## config.mk

```make
export PLATFORM = sky130hd
export DESIGN_NAME = occ_clock_config
export DESIGN_NICKNAME = d
export VERILOG_FILES = /design/src/logic/occ_pkg.sv /design/src/logic/occ_clock_config.sv /design/src/logic/occ_pow2_div.sv
export SDC_FILE = /design/constraint.sdc
export NUM_CORES = 1
export LEC_CHECK = 0
export CORE_MARGIN = 1
export CORE_UTILIZATION = 45
export DETAILED_ROUTE_END_ITERATION = 12
export DONT_BUFFER_PORTS = 1
export PLACE_DENSITY = 0.57
export REMOVE_ABC_BUFFERS = 1
export SLEW_MARGIN = 40
export SYNTH_ARGS = -nofsm -noshare
export SYNTH_HDL_FRONTEND = slang
export SYNTH_SLANG_ARGS = --single-unit
```

## constraint.sdc

```tcl
create_clock -name clock_i -period 5.7 [get_ports clock_i]
set_clock_uncertainty 0.1 [all_clocks]
set_input_delay 1.425 -clock clock_i [delete_from_list [all_inputs] [get_ports clock_i]]
set_output_delay 1.425 -clock clock_i [all_outputs]
set_load 0.03 [all_outputs]
```

## src/logic/occ_pkg.sv

```systemverilog
package occ_pkg;
  // =====================================================================
  // register map (word addresses on the plain register port)
  localparam logic [3:0] OCC_ADDR_OSC_CTRL = 4'h0;
  localparam logic [3:0] OCC_ADDR_CLK_DIV = 4'h1;
  localparam logic [3:0] OCC_ADDR_PLL_FBD = 4'h2;
  localparam logic [3:0] OCC_ADDR_RC_TUNE = 4'h3;
  localparam logic [3:0] OCC_ADDR_REF_CTRL = 4'h4;
  localparam logic [3:0] OCC_ADDR_UNLOCK = 4'h5;
  localparam logic [15:0] OCC_UNLOCK_KEY = 16'h55AA;
  // =====================================================================
  // oscillator control fields
  localparam int OCC_CUR_SRC_LSB = 12;
  localparam int OCC_NEW_SRC_LSB = 8;
  localparam int OCC_PLL_LOCK_BIT = 5;
  localparam int OCC_CLK_FAIL_BIT = 3;
  localparam int OCC_SEC_OSC_BIT = 1;
  localparam int OCC_SWITCH_BIT = 0;
  // =====================================================================
  // clock divisor fields
  localparam int OCC_ROI_BIT = 15;
  localparam int OCC_SLOW_LSB = 12;
  localparam int OCC_SLOW_EN_BIT = 11;
  localparam int OCC_FRC_POST_LSB = 8;
  localparam int OCC_VCO_DIV_LSB = 6;
  localparam int OCC_PRESCALE_LSB = 0;
  localparam logic [2:0] OCC_SLOW_RESET = 3'h3;
  localparam logic [2:0] OCC_FRC_POST_RESET = 3'h0;
  localparam logic [1:0] OCC_VCO_DIV_RESET = 2'h1;
  localparam logic [1:0] OCC_VCO_DIV_RSVD = 2'h2;
  localparam logic [4:0] OCC_PRESCALE_RESET = 5'h00;
  localparam logic [8:0] OCC_FBD_RESET = 9'h030;
  localparam logic [5:0] OCC_TUNE_RESET = 6'h00;
  localparam logic [2:0] OCC_SRC_RESET = 3'h7;
  // =====================================================================
  // reference clock control fields
  localparam int OCC_REF_EN_BIT = 15;
  localparam int OCC_REF_SLP_BIT = 13;
  localparam int OCC_REF_SEL_BIT = 12;
  localparam int OCC_REF_DIV_LSB = 8;
  // =====================================================================
  // timing: switch settle time and pll start-up time
  localparam int OCC_CLK_MHZ = 250;
  localparam int OCC_SWITCH_NS = 40;
  localparam int OCC_SWITCH_CYC = (OCC_SWITCH_NS * OCC_CLK_MHZ + 999) / 1000;
  localparam int OCC_PLL_START_NS = 400;
  localparam int OCC_PLL_START_CYC = (OCC_PLL_START_NS * OCC_CLK_MHZ + 999) / 1000;

  typedef enum logic [2:0] {
    OCC_SRC_FRC, OCC_SRC_FRC_PLL, OCC_SRC_PRI, OCC_SRC_PRI_PLL,
    OCC_SRC_SEC, OCC_SRC_LPRC, OCC_SRC_FRC16, OCC_SRC_FRCN
  } occ_src_type;

  typedef enum {
    OCC_SW_IDLE, OCC_SW_WAIT
  } occ_sw_state_type;
endpackage

```

## src/logic/occ_clock_config.sv

```systemverilog
`timescale 1ns/1ps
//Operation
// pll lock bit 5 reads 1 when locked or start-up timer expired.
// clock fail bit 3 set by fail monitor, cleared by software.
// writing 1 to clock fail acts as failure, raising fail trap.
// secondary oscillator enable bit 1 turns that oscillator on or off.
// switch request bit 0 starts switch to new source, clears when done.
// software passes through fast rc between the two pll modes.
// oscillator control writes need an unlock; locked writes are rejected.
// four registers reset only on power-on reset.
// recover-on-interrupt makes any interrupt clear slowdown enable.
// slowdown ratio bits 14:12 divide by 2^code, reset 011.
// slowdown enable applies the ratio, otherwise ratio is 1:1.
// ratio writes are ignored while slowdown is enabled.
// setting slowdown enable is ignored while ratio is 000.
// fast rc postscale bits 10:8 divide by 2^code, 111 means 256.
// vco divider bits 7:6: 2, 4, reserved, 8; reset 01.
// nine-bit feedback gives multiplier value plus two, reset 50.
// reference output enable bit 15 drives divided clock to pin.
// reference sleep-run bit 13 keeps output running in sleep.
// reference source bit 12 picks crystal when 1, system clock when 0.
// reference divider four bits divide by 2^code up to 32768; the code toggles the pin every 2^code source edges and holds it high at code 0.
// software clears reference enable before changing its divider.
// pll prescale bits 4:0 divide input by value plus two.
// new source codes: frc, frc pll, pri, pri pll, sec, lprc, frc16, frcn.
// on switch completion current source takes new source, request clears.
// unlock opens a window for exactly one oscillator control write.
module occ_clock_config
  import occ_pkg::*;
(
  input wire logic clock_i,
  input wire logic rst_n_i,
  input wire logic sys_reset_n_i,
  input wire logic [3:0] reg_addr_i,
  input wire logic [15:0] reg_wdata_i,
  input wire logic reg_write_i,
  input wire logic reg_read_i,
  output logic [15:0] reg_rdata_o,
  input wire logic pll_locked_i,
  input wire logic clock_fail_i,
  input wire logic interrupt_i,
  input wire logic sleep_i,
  input wire logic crystal_clk_i,
  output logic osc_fail_trap_o,
  output logic secondary_osc_on_o,
  output logic [2:0] active_source_o,
  output logic cpu_slow_tick_o,
  output logic [2:0] fast_rc_postscale_o,
  output logic [1:0] vco_output_divider_o,
  output logic [4:0] pll_input_prescale_o,
  output logic [8:0] pll_feedback_multiplier_o,
  output logic [5:0] rc_trim_o,
  output logic reference_clock_pin_o
);
  // =====================================================================
  // reset release and pin synchronisers
  logic [1:0] rst_sync_q;
  logic rst_n;
  logic [2:0] lock_sync_q;
  logic [2:0] fail_sync_q;
  logic [2:0] xtal_sync_q;
  logic lock_level_q;
  logic fail_level_q;
  logic fail_level_prev_q;
  logic xtal_level_q;
  logic xtal_prev_q;

  always_ff @(posedge clock_i or negedge rst_n_i) begin
    if (!rst_n_i) begin
      rst_sync_q <= 2'h0;
    end else begin
      rst_sync_q <= {rst_sync_q[0], 1'b1};
    end
  end
  assign rst_n = rst_sync_q[1];

  // a level only changes once the second and third stage agree
  always_ff @(posedge clock_i or negedge rst_n) begin
    if (!rst_n) begin
      lock_sync_q <= 3'h0;
      fail_sync_q <= 3'h0;
      xtal_sync_q <= 3'h0;
      lock_level_q <= 1'b0;
      fail_level_q <= 1'b0;
      fail_level_prev_q <= 1'b0;
      xtal_level_q <= 1'b0;
      xtal_prev_q <= 1'b0;
    end else begin
      lock_sync_q <= {lock_sync_q[1:0], pll_locked_i};
      fail_sync_q <= {fail_sync_q[1:0], clock_fail_i};
      xtal_sync_q <= {xtal_sync_q[1:0], crystal_clk_i};
      if (lock_sync_q[1] == lock_sync_q[2]) begin
        lock_level_q <= lock_sync_q[2];
      end
      if (fail_sync_q[1] == fail_sync_q[2]) begin
        fail_level_q <= fail_sync_q[2];
      end
      if (xtal_sync_q[1] == xtal_sync_q[2]) begin
        xtal_level_q <= xtal_sync_q[2];
      end
      fail_level_prev_q <= fail_level_q;
      xtal_prev_q <= xtal_level_q;
    end
  end

  // =====================================================================
  // register write decode
  logic unlock_q;
  logic osc_wr;
  logic div_wr;
  logic fail_event;

  assign osc_wr = reg_write_i && reg_addr_i == OCC_ADDR_OSC_CTRL && unlock_q;
  assign div_wr = reg_write_i && reg_addr_i == OCC_ADDR_CLK_DIV;
  assign fail_event = (fail_level_q && !fail_level_prev_q)
      || (osc_wr && reg_wdata_i[OCC_CLK_FAIL_BIT]);

  // one accepted write per unlock; any oscillator control write closes it
  always_ff @(posedge clock_i or negedge rst_n) begin
    if (!rst_n) begin
      unlock_q <= 1'b0;
    end else if (reg_write_i && reg_addr_i == OCC_ADDR_UNLOCK) begin
      unlock_q <= reg_wdata_i == OCC_UNLOCK_KEY;
    end else if (reg_write_i && reg_addr_i == OCC_ADDR_OSC_CTRL) begin
      unlock_q <= 1'b0;
    end
  end

  // =====================================================================
  // oscillator control: power-on reset only
  logic [2:0] new_src_q;
  logic [2:0] cur_src_q;
  logic sec_osc_q;
  logic switch_q;
  logic clk_fail_q;
  logic switch_done;
  occ_sw_state_type sw_state_q;
  logic [7:0] sw_count_q;

  always_ff @(posedge clock_i or negedge rst_n) begin
    if (!rst_n) begin
      new_src_q <= OCC_SRC_RESET;
      sec_osc_q <= 1'b0;
    end else if (osc_wr) begin
      new_src_q <= reg_wdata_i[OCC_NEW_SRC_LSB +: 3];
      sec_osc_q <= reg_wdata_i[OCC_SEC_OSC_BIT];
    end
  end

  // hardware set wins over the software clear in the same cycle
  always_ff @(posedge clock_i or negedge rst_n) begin
    if (!rst_n) begin
      clk_fail_q <= 1'b0;
    end else if (fail_event) begin
      clk_fail_q <= 1'b1;
    end else if (osc_wr && !reg_wdata_i[OCC_CLK_FAIL_BIT]) begin
      clk_fail_q <= 1'b0;
    end
  end

  always_ff @(posedge clock_i or negedge rst_n) begin
    if (!rst_n) begin
      osc_fail_trap_o <= 1'b0;
    end else begin
      osc_fail_trap_o <= fail_event;
    end
  end

  // switch settles for a fixed time; rollover onto the new source
  assign switch_done = sw_state_q == OCC_SW_WAIT && sw_count_q == 8'h00;

  always_ff @(posedge clock_i or negedge rst_n) begin
    if (!rst_n) begin
      sw_state_q <= OCC_SW_IDLE;
      sw_count_q <= 8'h00;
      switch_q <= 1'b0;
      cur_src_q <= OCC_SRC_RESET;
    end else begin
      case (sw_state_q)
        OCC_SW_IDLE: begin
          if (osc_wr && reg_wdata_i[OCC_SWITCH_BIT]) begin
            switch_q <= 1'b1;
            sw_count_q <= 8'(OCC_SWITCH_CYC - 1);
            sw_state_q <= OCC_SW_WAIT;
          end
        end
        OCC_SW_WAIT: begin
          if (switch_done) begin
            cur_src_q <= new_src_q;
            switch_q <= 1'b0;
            sw_state_q <= OCC_SW_IDLE;
          end else begin
            sw_count_q <= sw_count_q - 8'h01;
          end
        end
        default: sw_state_q <= OCC_SW_IDLE;
      endcase
    end
  end

  // lock reads 0 while pll is unused, or while the start-up timer runs and the pll is not locked
  logic pll_used;
  logic [7:0] pll_timer_q;
  logic pll_lock_q;
  assign pll_used = cur_src_q == OCC_SRC_FRC_PLL || cur_src_q == OCC_SRC_PRI_PLL;

  always_ff @(posedge clock_i or negedge rst_n) begin
    if (!rst_n) begin
      pll_timer_q <= 8'h00;
      pll_lock_q <= 1'b0;
    end else if (!pll_used) begin
      pll_timer_q <= 8'h00;
      pll_lock_q <= 1'b0;
    end else begin
      if (pll_timer_q != 8'(OCC_PLL_START_CYC)) begin
        pll_timer_q <= pll_timer_q + 8'h01;
      end
      pll_lock_q <= lock_level_q || pll_timer_q == 8'(OCC_PLL_START_CYC);
    end
  end

  // =====================================================================
  // clock divisor, feedback and tuning: power-on reset only
  logic roi_q;
  logic [2:0] slow_q;
  logic slow_en_q;
  logic [2:0] frc_post_q;
  logic [1:0] vco_div_q;
  logic [4:0] prescale_q;
  logic [8:0] fbd_q;
  logic [5:0] tune_q;

  always_ff @(posedge clock_i or negedge rst_n) begin
    if (!rst_n) begin
      roi_q <= 1'b0;
      slow_q <= OCC_SLOW_RESET;
      frc_post_q <= OCC_FRC_POST_RESET;
      vco_div_q <= OCC_VCO_DIV_RESET;
      prescale_q <= OCC_PRESCALE_RESET;
    end else if (div_wr) begin
      roi_q <= reg_wdata_i[OCC_ROI_BIT];
      if (!slow_en_q) begin
        slow_q <= reg_wdata_i[OCC_SLOW_LSB +: 3];
      end
      frc_post_q <= reg_wdata_i[OCC_FRC_POST_LSB +: 3];
      if (reg_wdata_i[OCC_VCO_DIV_LSB +: 2] != OCC_VCO_DIV_RSVD) begin
        vco_div_q <= reg_wdata_i[OCC_VCO_DIV_LSB +: 2];
      end
      prescale_q <= reg_wdata_i[OCC_PRESCALE_LSB +: 5];
    end
  end

  // interrupt clear wins over a software set in the same cycle
  always_ff @(posedge clock_i or negedge rst_n) begin
    if (!rst_n) begin
      slow_en_q <= 1'b0;
    end else if (roi_q && interrupt_i) begin
      slow_en_q <= 1'b0;
    end else if (div_wr) begin
      slow_en_q <= reg_wdata_i[OCC_SLOW_EN_BIT] && slow_q != 3'h0;
    end
  end

  always_ff @(posedge clock_i or negedge rst_n) begin
    if (!rst_n) begin
      fbd_q <= OCC_FBD_RESET;
      tune_q <= OCC_TUNE_RESET;
    end else if (reg_write_i) begin
      if (reg_addr_i == OCC_ADDR_PLL_FBD) begin
        fbd_q <= reg_wdata_i[8:0];
      end
      if (reg_addr_i == OCC_ADDR_RC_TUNE) begin
        tune_q <= reg_wdata_i[5:0];
      end
    end
  end

  // =====================================================================
  // reference clock control: cleared by every reset
  logic sys_rst_n;
  logic ref_en_q;
  logic ref_slp_q;
  logic ref_sel_q;
  logic [3:0] ref_div_q;
  logic ref_run;
  logic ref_src_edge;
  logic slow_tick;

  assign sys_rst_n = rst_n && sys_reset_n_i;
  assign ref_run = ref_en_q && (!sleep_i || ref_slp_q);

  always_ff @(posedge clock_i or negedge rst_n) begin
    if (!rst_n) begin
      ref_en_q <= 1'b0;
      ref_slp_q <= 1'b0;
      ref_sel_q <= 1'b0;
      ref_div_q <= 4'h0;
    end else if (!sys_rst_n) begin
      ref_en_q <= 1'b0;
      ref_slp_q <= 1'b0;
      ref_sel_q <= 1'b0;
      ref_div_q <= 4'h0;
    end else if (reg_write_i && reg_addr_i == OCC_ADDR_REF_CTRL) begin
      ref_en_q <= reg_wdata_i[OCC_REF_EN_BIT];
      ref_slp_q <= reg_wdata_i[OCC_REF_SLP_BIT];
      ref_sel_q <= reg_wdata_i[OCC_REF_SEL_BIT];
      ref_div_q <= reg_wdata_i[OCC_REF_DIV_LSB +: 4];
    end
  end

  // crystal source counts its rising edges; system source counts cycles
  assign ref_src_edge = ref_sel_q ? (xtal_level_q && !xtal_prev_q) : 1'b1;

  logic [15:0] ref_count_q;
  always_ff @(posedge clock_i or negedge rst_n) begin
    if (!rst_n) begin
      ref_count_q <= 16'h0000;
      reference_clock_pin_o <= 1'b0;
    end else if (!ref_run) begin
      ref_count_q <= 16'h0000;
      reference_clock_pin_o <= 1'b0;
    end else if (ref_src_edge) begin
      if (ref_count_q >= 16'((32'h1 << ref_div_q) - 32'h1)) begin
        ref_count_q <= 16'h0000;
        reference_clock_pin_o <= ref_div_q == 4'h0 ? 1'b1 : !reference_clock_pin_o;
      end else begin
        ref_count_q <= ref_count_q + 16'h0001;
      end
    end
  end
  occ_pow2_div #(
    .WIDTH(8)
  ) u_slow_div (
    .clock_i(clock_i),
    .rst_n_i(rst_n),
    .run_i(1'b1),
    .sel_i(slow_en_q ? {1'b0, slow_q} : 4'h0),
    .tick_o(slow_tick)
  );

  // =====================================================================
  // outputs and read port
  always_ff @(posedge clock_i or negedge rst_n) begin
    if (!rst_n) begin
      secondary_osc_on_o <= 1'b0;
      active_source_o <= OCC_SRC_RESET;
      cpu_slow_tick_o <= 1'b0;
      fast_rc_postscale_o <= OCC_FRC_POST_RESET;
      vco_output_divider_o <= OCC_VCO_DIV_RESET;
      pll_input_prescale_o <= OCC_PRESCALE_RESET;
      pll_feedback_multiplier_o <= OCC_FBD_RESET;
      rc_trim_o <= OCC_TUNE_RESET;
    end else begin
      secondary_osc_on_o <= sec_osc_q;
      active_source_o <= cur_src_q;
      cpu_slow_tick_o <= slow_tick;
      fast_rc_postscale_o <= frc_post_q;
      vco_output_divider_o <= vco_div_q;
      pll_input_prescale_o <= prescale_q;
      pll_feedback_multiplier_o <= fbd_q;
      rc_trim_o <= tune_q;
    end
  end

  always_ff @(posedge clock_i or negedge rst_n) begin
    if (!rst_n) begin
      reg_rdata_o <= 16'h0000;
    end else if (!reg_read_i) begin
      reg_rdata_o <= 16'h0000;
    end else begin
      case (reg_addr_i)
        OCC_ADDR_OSC_CTRL: reg_rdata_o <= {1'b0, cur_src_q, 1'b0, new_src_q, 2'b00, pll_lock_q,
            1'b0, clk_fail_q, 1'b0, sec_osc_q, switch_q};
        OCC_ADDR_CLK_DIV: reg_rdata_o <= {roi_q, slow_q, slow_en_q, frc_post_q, vco_div_q, 1'b0,
            prescale_q};
        OCC_ADDR_PLL_FBD: reg_rdata_o <= {7'h00, fbd_q};
        OCC_ADDR_RC_TUNE: reg_rdata_o <= {10'h000, tune_q};
        OCC_ADDR_REF_CTRL: reg_rdata_o <= {ref_en_q, 1'b0, ref_slp_q, ref_sel_q, ref_div_q, 8'h00};
        default: reg_rdata_o <= 16'h0000;
      endcase
    end
  end
endmodule // occ_clock_config

```

## src/logic/occ_pow2_div.sv

```systemverilog
`timescale 1ns/1ps
// divide-by-2^n enable generator; tick_o pulses once every 2^sel_i cycles
module occ_pow2_div #(
  parameter int WIDTH = 15
) (
  input wire logic clock_i,
  input wire logic rst_n_i,
  input wire logic run_i,
  input wire logic [3:0] sel_i,
  output logic tick_o
);
  logic [WIDTH-1:0] count_q;
  logic [WIDTH-1:0] limit;

  assign limit = WIDTH'((32'h1 << sel_i) - 32'h1);

  always_ff @(posedge clock_i or negedge rst_n_i) begin
    if (!rst_n_i) begin
      count_q <= '0;
      tick_o <= 1'b0;
    end else if (!run_i) begin
      count_q <= '0;
      tick_o <= 1'b0;
    end else if (count_q >= limit) begin
      count_q <= '0;
      tick_o <= 1'b1;
    end else begin
      count_q <= count_q + WIDTH'(1);
      tick_o <= 1'b0;
    end
  end
endmodule // occ_pow2_div

```

==> results.yml, run 1 <==
routing:
  routed_wl_mm: 14.2
  vias_per_cell: 5.60
  drtIter0Drc: 233
  drt_drc_violations_left: 4
  dr_vias: 4399
  post_drt_wl_per_cell_um: 18.0
  antenna_left: 0
  first_pass_iters: 9
job:
  maxCapViolCount: 0
floorplanning:
  core_area_um2: 14600
  initial_core_util_pct: 46.4
  row_count: 44
  fp.dieW_um: 125
  io-pin-count: 78
  die_area_um2: 15600
  die_h_um: 125
sta:
  maxClockFrequency_mhz: 233
  rsz0062_at_grt: "no"
  max_slew.worst_pin.slew_ns: 0.713
  slew_violations: 0
  final-hold-violation-count: 0
  slew_headroom_pct: 52.3
  setup_total_negative_slack_ns: 0
  period_minus_slack_ns: 4.29
  min_period_over_period_pct: 75.2
  setup_viol: 0
power:
  post-layout-total-power_mw: 2.78
  netSwitchingPower_mw: 0.728
  power.density_nw_per_um2: 366
  power_frac_comb_pct: 6.4
  pwr-share-clk_pct: 43.1
  netSwitchingFraction_pct: 26.2
  sequentialPowerShare_pct: 50.6
  p_leak_nw: 3.23
  intPower_mw: 2.05
  irDropWorstVdd_mv: 0.313
cts:
  number_of_cts_inserted_buffers: 17
  cts_root_buffer: "sky130_fd_sc_hd__clkbuf_16"
  postCtsSetupBuffers: 0
  cts.sink_count: 153
  cts_max_path_buffers: 2
  clock_latency_ns: 0.42
  resized_gates_after_cts: 0
  htreeDepth: 4
  path_clk_slew_ns: 0.07
  postCtsHoldBufs: 0
  tritoncts: "built"
synth:
  synth.lib_cells_used.distinct: 58
  synth_seq_cells: 153
  synth_sequential_area_ratio_pct: 56.6
  syn-instance-count: 589
  postSynthAreaPerCell_um2: 11.5
  yosys.area.top_type_share_pct: 50.1
  syn_area_um2: 6800
  number_of_enable_flip_flop_cells_after_synthesis: 0
  synth_top_flop_cell: "sky130_fd_sc_hd__dfrtp_1"
  synth-async-reset-ratio_pct: 100
  synth_top_cells_by_count: "136 x sky130_fd_sc_hd__dfrtp_1, 59 x sky130_fd_sc_hd__nor2_1, 41 x sky130_fd_sc_hd__mux2_2"
  yosys.cell_count.top_type: "sky130_fd_sc_hd__dfrtp_1"
  yosys.area.top_type: "sky130_fd_sc_hd__dfrtp_1"
  synth-warning-count: 0
  synthTopCellsByArea: "sky130_fd_sc_hd__dfrtp_1 50%, sky130_fd_sc_hd__mux2_2 6.8%, sky130_fd_sc_hd__dfstp_2 6.6%"
run_status:
  outcome: "finished, violations left"
  violations: "design-rule violations"
global_routing:
  grt_start_max_net_pins: 64
  grt_use_total_pct: 19.7
  via_count_of_the_first_global_routing_pass: 4458
  grt_first_pass_wirelength_mm: 23.8
  grt_remaining_overflow: 0
  grt_antenna_before_repair: 0
worst_setup_path:
  crit_path_frequent_cell: "sky130_fd_sc_hd__ha_1"
  critPathKind: "flop to flop"
  timing.critical_path.arrival_ns: 4.49
  worst_path_max_fanout: 15
  crit_path_start_kind: "flop"
  slowest_stage: "sky130_fd_sc_hd__dfrtp_1"
  element_type_at_the_critical_path_end: "flop"
  worstPathCellList: "nor2_1 > nand2_1 > ha_1 > nor4b_1 > a21oi_1 > o22a_1 > ha_1 > nand4_1 > or4_1 > and4b_1 > nor2_2 > mux2_2"
  worst_ep_required_time_ns: 5.90
  critical-path-max-stage-delay_ns: 0.53
cells_and_area:
  layout.nets: 650
  antennaDiodeCount: 0
  drive_gt1_share_pct: 17.6
  syn_to_final_growth_pct: 11.7
worst_hold_path:
  hold_removal_path_class: "flop to asynchronous set/reset pin"
placed_design:
  buffer_ports.inserted: 0
  place.gp.congestion: 0.829
  sum_of_net_half_perimeters_after_detailed_placement_mm: 9.81
==> cell families (layout without fill, tap and decap cells) <==
group,count (synthesis),after routing,share of synthesized area (%)
adder cells (fa/ha/maj),34,34,6.15
other,1,3,0.0552
XOR/XNOR,28,28,3.61
multiplexers,47,47,8.23
buffers and inverters,40,51,2.47
AND/OR/NAND/NOR,206,206,15.6
AO/OA/AOI/OAI,80,80,7.31
flip-flops,153,153,56.6
==> per-stage QoR <==
stage / area [µm²] / cells / setup WS (ns) / utilization (%) / hold WS [ns]
2_1_floorplan: 6700 / 568 / 1.02 / - / 0.231
3_3_place_gp: 6960 / 754 / 1.60 / 47.5 / 0.195
3_5_place_dp: 6970 / 754 / 1.43 / 47.6 / 0.209
4_1_cts: 7590 / 786 / 1.41 / 51.8 / 0.224
5_1_grt: 7600 / 786 / 1.07 / 51.9 / 0.253
6_report: 7600 / 786 / 1.41 / 51.9 / 0.197
==> layout by cell type, fill, tap and decap left out, types with 4 or more instances in the layout <==
cell type | netlist | final
sky130_fd_sc_hd__nand3_1 | 27 | 27
sky130_fd_sc_hd__nand2_1 | 39 | 39
sky130_fd_sc_hd__and3_1 | 6 | 6
sky130_fd_sc_hd__inv_1 | 17 | 17
sky130_fd_sc_hd__a21oi_1 | 26 | 26
sky130_fd_sc_hd__dfstp_2 | 17 | 17
sky130_fd_sc_hd__nand3b_1 | 5 | 5
sky130_fd_sc_hd__dfrtp_1 | 136 | 135
sky130_fd_sc_hd__clkbuf_16 | 0 | 17
sky130_fd_sc_hd__nand4_1 | 8 | 8
sky130_fd_sc_hd__a22oi_1 | 12 | 12
sky130_fd_sc_hd__nor2_1 | 59 | 59
sky130_fd_sc_hd__xor2_1 | 15 | 15
sky130_fd_sc_hd__or3_1 | 4 | 4
sky130_fd_sc_hd__nor4_1 | 6 | 6
sky130_fd_sc_hd__nor2_2 | 5 | 5
sky130_fd_sc_hd__o21ai_0 | 18 | 18
sky130_fd_sc_hd__mux2_2 | 41 | 41
sky130_fd_sc_hd__bufinv_16 | 0 | 4
sky130_fd_sc_hd__nor2b_1 | 5 | 5
sky130_fd_sc_hd__xnor2_1 | 13 | 13
sky130_fd_sc_hd__nand2b_1 | 7 | 7
sky130_fd_sc_hd__ha_1 | 31 | 31
sky130_fd_sc_hd__a21o_1 | 8 | 8
sky130_fd_sc_hd__nor3_1 | 12 | 12
==> state kept, by name (all words and copies together), names as in the netlist, 4 cells and up <==
| name | cells |
|---|---|
| ref_count_q | 16 |
| reg_rdata_o | 16 |
| fbd_q | 9 |
| pll_feedback_multiplier_o | 9 |
| pll_timer_q | 8 |
| sw_count_q | 8 |
| u_slow_div.count_q | 8 |
| rc_trim_o | 6 |
| tune_q | 6 |
| pll_input_prescale_o | 5 |
| prescale_q | 5 |
| ref_div_q | 4 |
==> power by group through the flow <==
stage	sequential (mW)	clock, mW	combinational, mW
6_report	1.40	1.20	0.177
5_1_grt	1.42	1.27	0.204
4_1_cts	1.41	1.22	0.181
3_5_place_dp	1.42	0	0.179
3_3_place_gp	1.42	0	0.174
2_1_floorplan	1.40	0	0.138
==> per-layer routing <==
metal	part of all wire [%]	global-route usage [%]	up-vias
li1	-	-	2077
met1	46	26.2	2212
met2	47	30.9	93
met3	5.6	6.14	17
met4	1.3	6.38	0
met5	0	0	-
==> critical path: cells and delay by family (launching register included) <==
kind,cells,cell delay (ns)
mux,1,0.40
compound gates,2,0.28
fa+ha+maj,2,0.61
flops,1,0.53
simple gates,7,2.26
==> layout make-up <==
cell class,instances,area [µm²]
Inverter,17,63.8
Tap cell,184,230
Clock buffer,20,437
Clock inverter,12,189
Sequential cell,153,3850
Multi-Input combinational cell,398,2800
Timing Repair Buffer,2,18.8
Fill cell,1300,7050
==> worst paths after layout <==
kind                                         from                     to  slack [ns]  cells after the start
worst max register to register       ref_div_q[3]  reference_clock_pin_o        1.41                     12
max in group asynchronous           rst_sync_q[1]         reg_rdata_o[0]        4.22                      1
worst min register to register      rst_sync_q[1]        ref_count_q[12]        0.20                      0
worst max-delay path                 ref_div_q[3]  reference_clock_pin_o        1.41                     12
min in group clock_i            u_slow_div.tick_o        cpu_slow_tick_o        0.25                      0
worst min-delay path                rst_sync_q[1]        ref_count_q[12]        0.20                      0
No activity file was read; power rests on OpenSTA's default activity.
==> run 2, diff against run 1 <==
--- a/config.mk
+++ b/config.mk
@@ -9,7 +9,7 @@
 export CORE_UTILIZATION = 45
 export DETAILED_ROUTE_END_ITERATION = 12
 export DONT_BUFFER_PORTS = 1
-export PLACE_DENSITY = 0.57
+export PLACE_DENSITY = 0.59
 export REMOVE_ABC_BUFFERS = 1
 export SLEW_MARGIN = 40
 export SYNTH_ARGS = -nofsm -noshare
==> constraint.sdc (replaced) <==
create_clock -name clock_i -period 3.5 [get_ports clock_i]
set_clock_uncertainty 0.1 [all_clocks]
set_input_delay 0.875 -clock clock_i [delete_from_list [all_inputs] [get_ports clock_i]]
set_output_delay 0.875 -clock clock_i [all_outputs]
set_load 0.03 [all_outputs]
==> run 2 against run 1 <==
  * The flow still finishes with violations (design-rule violations)
  * Highest routed layer unchanged
  * Die area is the same
  * Design area grew 0.92%
  * Critical path depth grew 2
  * First-iteration DRC count grew 17%
  * Sequential share of layout area shrank 0.46 points
  * Clock power grew 45%
  * Hold slack lost 0.15 ns
==> results.yml, run 2 (synthesis gave the netlist of run 1 again) <==
run_status:
  outcome: "finished, violations left"
  violations: "design-rule violations"
cells_and_area:
  finish.cell_count_without_fillers: 801
  commonest_cells_after_routing_fill_and_taps_aside: "135 x sky130_fd_sc_hd__dfrtp_1, 57 x sky130_fd_sc_hd__nor2_1, 41 x sky130_fd_sc_hd__mux2_2"
  top_regs: "ref_count_q x16, reg_rdata_o x16"
  layout_commonest_cell: "sky130_fd_sc_hd__dfrtp_1"
  antennaDiodeCount: 0
  syn_to_final_growth_pct: 12.8
  final.fill_count: 1277
  final_design_area_no_fill_um2: 7670
  layout.nets: 665
  drive_gt1_share_pct: 21.1
global_routing:
  grt_antenna_before_repair: 0
  grt_use_total_pct: 19.6
  grt_remaining_overflow: 0
  grt_start_max_net_pins: 66
  via_count_of_the_first_global_routing_pass: 4599
  grt_first_pass_wirelength_mm: 23.6
power:
  power.density_nw_per_um2: 563
  irDropWorstVdd_mv: 0.440
  netSwitchingPower_mw: 1.23
  post-layout-total-power_mw: 4.32
  power_frac_comb_pct: 6.9
  p_leak_nw: 3.29
  netSwitchingFraction_pct: 28.4
  pwr-share-clk_pct: 40.3
  sequentialPowerShare_pct: 52.8
  intPower_mw: 3.09
routing:
  drt_drc_violations_left: 5
  post_drt_wl_per_cell_um: 17.7
  antenna_left: 0
  first_pass_iters: 8
  routed_wl_mm: 14.1
  drtIter0Drc: 273
  dr_vias: 4436
  vias_per_cell: 5.54
placed_design:
  sum_of_net_half_perimeters_after_detailed_placement_mm: 10.0
  buffer_ports.inserted: 0
  postPlaceCellArea_um2: 7040
  dpl.cell_count: 765
  place.gp.congestion: 0.832
  pre_cts_ws_ns: 0.0947
worst_setup_path:
  worst_path_max_fanout: 7
  worst_ep_required_time_ns: 3.70
  critPathKind: "flop to flop"
  crit_path_start_kind: "flop"
  r2r.worst_path.cells: 14
  element_type_at_the_critical_path_end: "flop"
  timing.critical_path.arrival_ns: 3.50
cts:
  number_of_cts_inserted_buffers: 17
  tritoncts: "built"
  cts_root_buffer: "sky130_fd_sc_hd__clkbuf_16"
  cts.sink_count: 153
  htreeDepth: 4
  cts_max_path_buffers: 2
  clock_latency_ns: 0.42
  path_clk_slew_ns: 0.06
sta:
  slew_headroom_pct: 56.5
  final.setup.worst_slack_ns: 0.206
  slew_violations: 0
  maxClockFrequency_mhz: 304
  final-hold-violation-count: 0
  max_slew.worst_pin.slew_ns: 0.647
  setup_viol: 0
  period_minus_slack_ns: 3.29
  min_period_over_period_pct: 94.1
floorplanning:
  die_h_um: 125
  row_count: 44
  io-pin-count: 78
  initial_core_util_pct: 46.4
  die_area_um2: 15600
  core_area_um2: 14600
  fp.dieW_um: 125
worst_hold_path:
  hold_removal_path_class: "input port to asynchronous set/reset pin"
job:
  maxCapViolCount: 0
-- run 2: worst paths after layout --
check	startpoint	endpoint	slack [ns]
max reg2reg	ref_div_q[1]	reference_clock_pin_o	0.21
min reg2reg	rst_sync_q[1]	ref_count_q[10]	0.12
max in group asynchronous	rst_sync_q[1]	slow_q[1]	2.09
max	ref_div_q[1]	reference_clock_pin_o	0.21
min in group clock_i	lock_sync_q[0]	lock_sync_q[1]	0.25
min	rst_n_i	rst_sync_q[0]	0.05
-- run 2: critical path, stage by stage, from the launching register on --
cell	delay, ns
sky130_fd_sc_hd__dfrtp_1	0.43
sky130_fd_sc_hd__nor2_2	0.14
sky130_fd_sc_hd__nand2_1	0.09
sky130_fd_sc_hd__ha_2	0.19
sky130_fd_sc_hd__buf_4	0.16
sky130_fd_sc_hd__nor3_2	0.16
sky130_fd_sc_hd__a21o_1	0.10
sky130_fd_sc_hd__a32oi_1	0.09
sky130_fd_sc_hd__ha_1	0.32
sky130_fd_sc_hd__and4_1	0.17
sky130_fd_sc_hd__o21ai_0	0.08
sky130_fd_sc_hd__or4_1	0.46
sky130_fd_sc_hd__and4b_2	0.25
sky130_fd_sc_hd__nor2_2	0.11
sky130_fd_sc_hd__mux2_2	0.34
-- run 2: metrics by stage --
stage | hold WS, ns | setup TNS, ns | util [%]
4_1_cts | 0.0215 | 0 | 51.9
3_3_place_gp | 0.233 | 0 | 48.1
3_5_place_dp | 0.240 | 0 | 48.1
6_report | 0.0455 | 0 | 52.3
5_1_grt | 0.0138 | -0.00876 | 52.3
2_1_floorplan | 0.231 | -165.16 | -
-- run 2: cell type report --
cell class | instances | area (µm²) | share of cell area [%]
multi-input cells | 398 | 2820 | 36.7
repair buffers | 17 | 140 | 1.83
flip-flops and latches | 153 | 3850 | 50.3
clock buffers | 18 | 439 | 5.73
inverters | 17 | 63.8 | 0.832
well taps | 184 | 230 | 3.00
clock inverters | 14 | 124 | 1.62
-- run 2: power groups by stage --
stage	Sequential (mW)	Clock (mW)	Combinational, mW
after floorplan	2.29	0	0.225
after global placement	2.32	0	0.279
after detailed placement	2.32	0	0.290
after CTS	2.30	1.79	0.291
after global routing	2.31	1.86	0.341
final	2.28	1.74	0.297
-- run 2: metal layers --
metal / up-vias / GRT usage, % / wire [µm]
met1: 2228 / 25.4 / 6450
met5: - / 0 / 0
met4: 0 / 6.17 / 147
met2: 89 / 31.1 / 6790
li1: 2105 / - / -
met3: 14 / 6.74 / 758
-- run 2: repair_timing --
item	CTS	global route
buffers inserted	0	3
setup endpoints to repair	0	15
endpoints found under the hold margin	0	0
resized for setup	0	6
hold buffers	0	0
==> run 3, diff against run 2 <==
--- a/config.mk
+++ b/config.mk
@@ -5,11 +5,12 @@
 export SDC_FILE = /design/constraint.sdc
 export NUM_CORES = 1
 export LEC_CHECK = 0
+export CORE_ASPECT_RATIO = 1.25
 export CORE_MARGIN = 1
 export CORE_UTILIZATION = 45
 export DETAILED_ROUTE_END_ITERATION = 12
 export DONT_BUFFER_PORTS = 1
-export PLACE_DENSITY = 0.59
+export PLACE_DENSITY = 0.57
 export REMOVE_ABC_BUFFERS = 1
 export SLEW_MARGIN = 40
 export SYNTH_ARGS = -nofsm -noshare
==> constraint.sdc (replaced) <==
create_clock -name clock_i -period 3.6 [get_ports clock_i]
set_clock_uncertainty 0.1 [all_clocks]
set_input_delay 0.9 -clock clock_i [delete_from_list [all_inputs] [get_ports clock_i]]
set_output_delay 0.9 -clock clock_i [all_outputs]
set_load 0.03 [all_outputs]
==> run 3 against run 2 <==
  * The run still ends with design-rule violations left
  * First-iteration DRC count grew 16%
  * Routed wire length grew 4.5%
  * Design area shrank 0.77%
  * Combinational power shrank 4%
  * Via count shrank 0.68%
  * Hold slack gained 0.022 ns
  * Core utilization shrank 0.21 points
  * Die area is essentially flat
  * Worst setup slack lost 0.027 ns
  * Global-route usage grew 0.84 points
  * Critical endpoint unchanged
  * Highest routed layer unchanged
==> results.yml, run 3 (synthesis gave the netlist of run 1 again) <==
run_status:
  outcome: "finished, violations left"
  violations: "design-rule violations"
power:
  post-layout-total-power_mw: 4.15
  irDropWorstVdd_mv: 0.303
  power.density_nw_per_um2: 545
  p_leak_nw: 3.26
cells_and_area:
  syn_to_final_growth_pct: 11.9
  final_core_util_pct: 52.1
  final_design_area_no_fill_um2: 7610
  top_regs: "ref_count_q x16, reg_rdata_o x16"
  layout_commonest_cell: "sky130_fd_sc_hd__dfrtp_1"
  layout.nets: 662
  drive_gt1_share_pct: 19.9
  commonest_cells_after_routing_fill_and_taps_aside: "135 x sky130_fd_sc_hd__dfrtp_1, 57 x sky130_fd_sc_hd__nor2_1, 41 x sky130_fd_sc_hd__mux2_2"
  antennaDiodeCount: 0
global_routing:
  via_count_of_the_first_global_routing_pass: 4478
  grt_use_total_pct: 20.4
  grt_first_pass_wirelength_mm: 24.4
  grt_start_max_net_pins: 99
  grt_antenna_before_repair: 0
  grt_remaining_overflow: 0
floorplanning:
  die_area_um2: 15600
  core_area_um2: 14600
  row_count: 49
  die_h_um: 139
  io-pin-count: 78
  fp.dieW_um: 112
  initial_core_util_pct: 46.6
placed_design:
  buffer_ports.inserted: 0
  place.gp.congestion: 0.830
  postPlaceCellArea_um2: 7030
  sum_of_net_half_perimeters_after_detailed_placement_mm: 10.5
routing:
  post_drt_wl_per_cell_um: 18.6
  first_pass_iters: 9
  dr_vias: 4406
  drtIter0Drc: 318
  drt_drc_violations_left: 6
  routed_wl_mm: 14.8
  vias_per_cell: 5.56
  antenna_left: 0
cts:
  tritoncts: "built"
  cts_root_buffer: "sky130_fd_sc_hd__clkbuf_16"
  path_clk_slew_ns: 0.06
  cts.sink_count: 153
  clock_latency_ns: 0.42
  cts_max_path_buffers: 2
  number_of_cts_inserted_buffers: 17
  htreeDepth: 4
  postCtsHoldBufs: 0
worst_setup_path:
  critPathKind: "flop to flop"
  crit_path_start_kind: "flop"
  worst_path_max_fanout: 7
  slowest_stage: "sky130_fd_sc_hd__or4_1"
  reg2reg_slack_ns: 0.18
  element_type_at_the_critical_path_end: "flop"
  worstPathCellList: "nor2_4 > nand3b_1 > ha_1 > buf_4 > nor3_1 > a21o_1 > a32oi_1 > ha_1 > and4_1 > o21ai_0 > or4_1 > and4b_2 > nor2_2 > mux2_2"
  timing.critical_path.arrival_ns: 3.63
  worst_ep_required_time_ns: 3.81
  critical-path-max-stage-delay_ns: 0.45
  crit_path_frequent_cell: "sky130_fd_sc_hd__ha_1"
sta:
  min_period_over_period_pct: 95.0
  period_minus_slack_ns: 3.42
  max_slew.worst_pin.slew_ns: 0.725
  setup_viol: 0
  slew_headroom_pct: 51.6
  maxClockFrequency_mhz: 292
  slew_violations: 0
  final-hold-violation-count: 0
job:
  maxCapViolCount: 0
worst_hold_path:
  hold_removal_path_class: "input port to asynchronous set/reset pin"
-- run 3: cell count changes in the layout (fill, tap and decap cells not counted), moves of 2 or more --
cell / change
sky130_fd_sc_hd__inv_6: -4
sky130_fd_sc_hd__buf_4: -3
sky130_fd_sc_hd__clkbuf_1: +2
sky130_fd_sc_hd__clkinv_4: +2
sky130_fd_sc_hd__clkinvlp_4: +2
-- run 3: critical path, delay by kind of cell (launching register included) --
kind | cells | cell delay [ns]
adders and majority gates | 2 | 0.55
AOI/OAI and AO/OA | 3 | 0.29
and+or+nand+nor | 7 | 1.45
muxes | 1 | 0.34
DFF | 1 | 0.40
buffers and inverters | 1 | 0.16
-- run 3: final cells by class --
type                    count  area (µm²)
multi-input cells         398        2810
fillers                  1297        6980
repair buffers             14         118
clock inverters            13         110
clock buffers              19         433
inverters                  17        63.8
well taps                 178         223
flip-flops and latches    153        3850
-- run 3: what timing repair did --
action | in CTS | in global routing
setup buffers | 0 | 3
gates resized for setup | 0 | 4
hold endpoints to repair | 0 | 0
setup endpoints to repair | 0 | 14
-- run 3: layer usage --
metal | up-vias | part of all wire, % | track usage [%]
met2 | 78 | 49 | 32.7
li1 | 2094 | - | -
met4 | 0 | 1.6 | 7.51
met3 | 15 | 4.8 | 5.92
met1 | 2219 | 44 | 26.4
met5 | - | 0 | 0
-- run 3: power breakdown --
group / switching (mW) / internal, mW / total [mW] / leakage (nW)
sequential: 0.307 / 1.92 / 2.23 / 1.92
clock: 0.735 / 0.899 / 1.63 / 0.260
combinational: 0.133 / 0.151 / 0.284 / 1.08
-- run 3: through the flow --
step | setup TNS (ns) | setup slack [ns] | hold WS (ns) | std cells
3_3_place_gp | 0 | 0.183 | 0.236 | 757
6_report | 0 | 0.179 | 0.0680 | 792
3_5_place_dp | 0 | 0.116 | 0.235 | 757
2_1_floorplan | -150.96 | -1.08 | 0.231 | 568
4_1_cts | 0 | 0.0918 | 0.0471 | 789
5_1_grt | -0.0159 | -0.0159 | 0.0454 | 792
-- run 3: worst paths after layout --
kind | cells past startpoint | start | endpoint
worst max-delay path | 14 | ref_div_q[3] | reference_clock_pin_o
worst min-delay path | 0 | rst_n_i | rst_sync_q[1]
worst max register to register | 14 | ref_div_q[3] | reference_clock_pin_o
min in group clock_i | 0 | rst_sync_q[0] | rst_sync_q[1]
worst min register to register | 0 | rst_sync_q[0] | rst_sync_q[1]
max in group asynchronous | 1 | rst_sync_q[1] | cur_src_q[2]
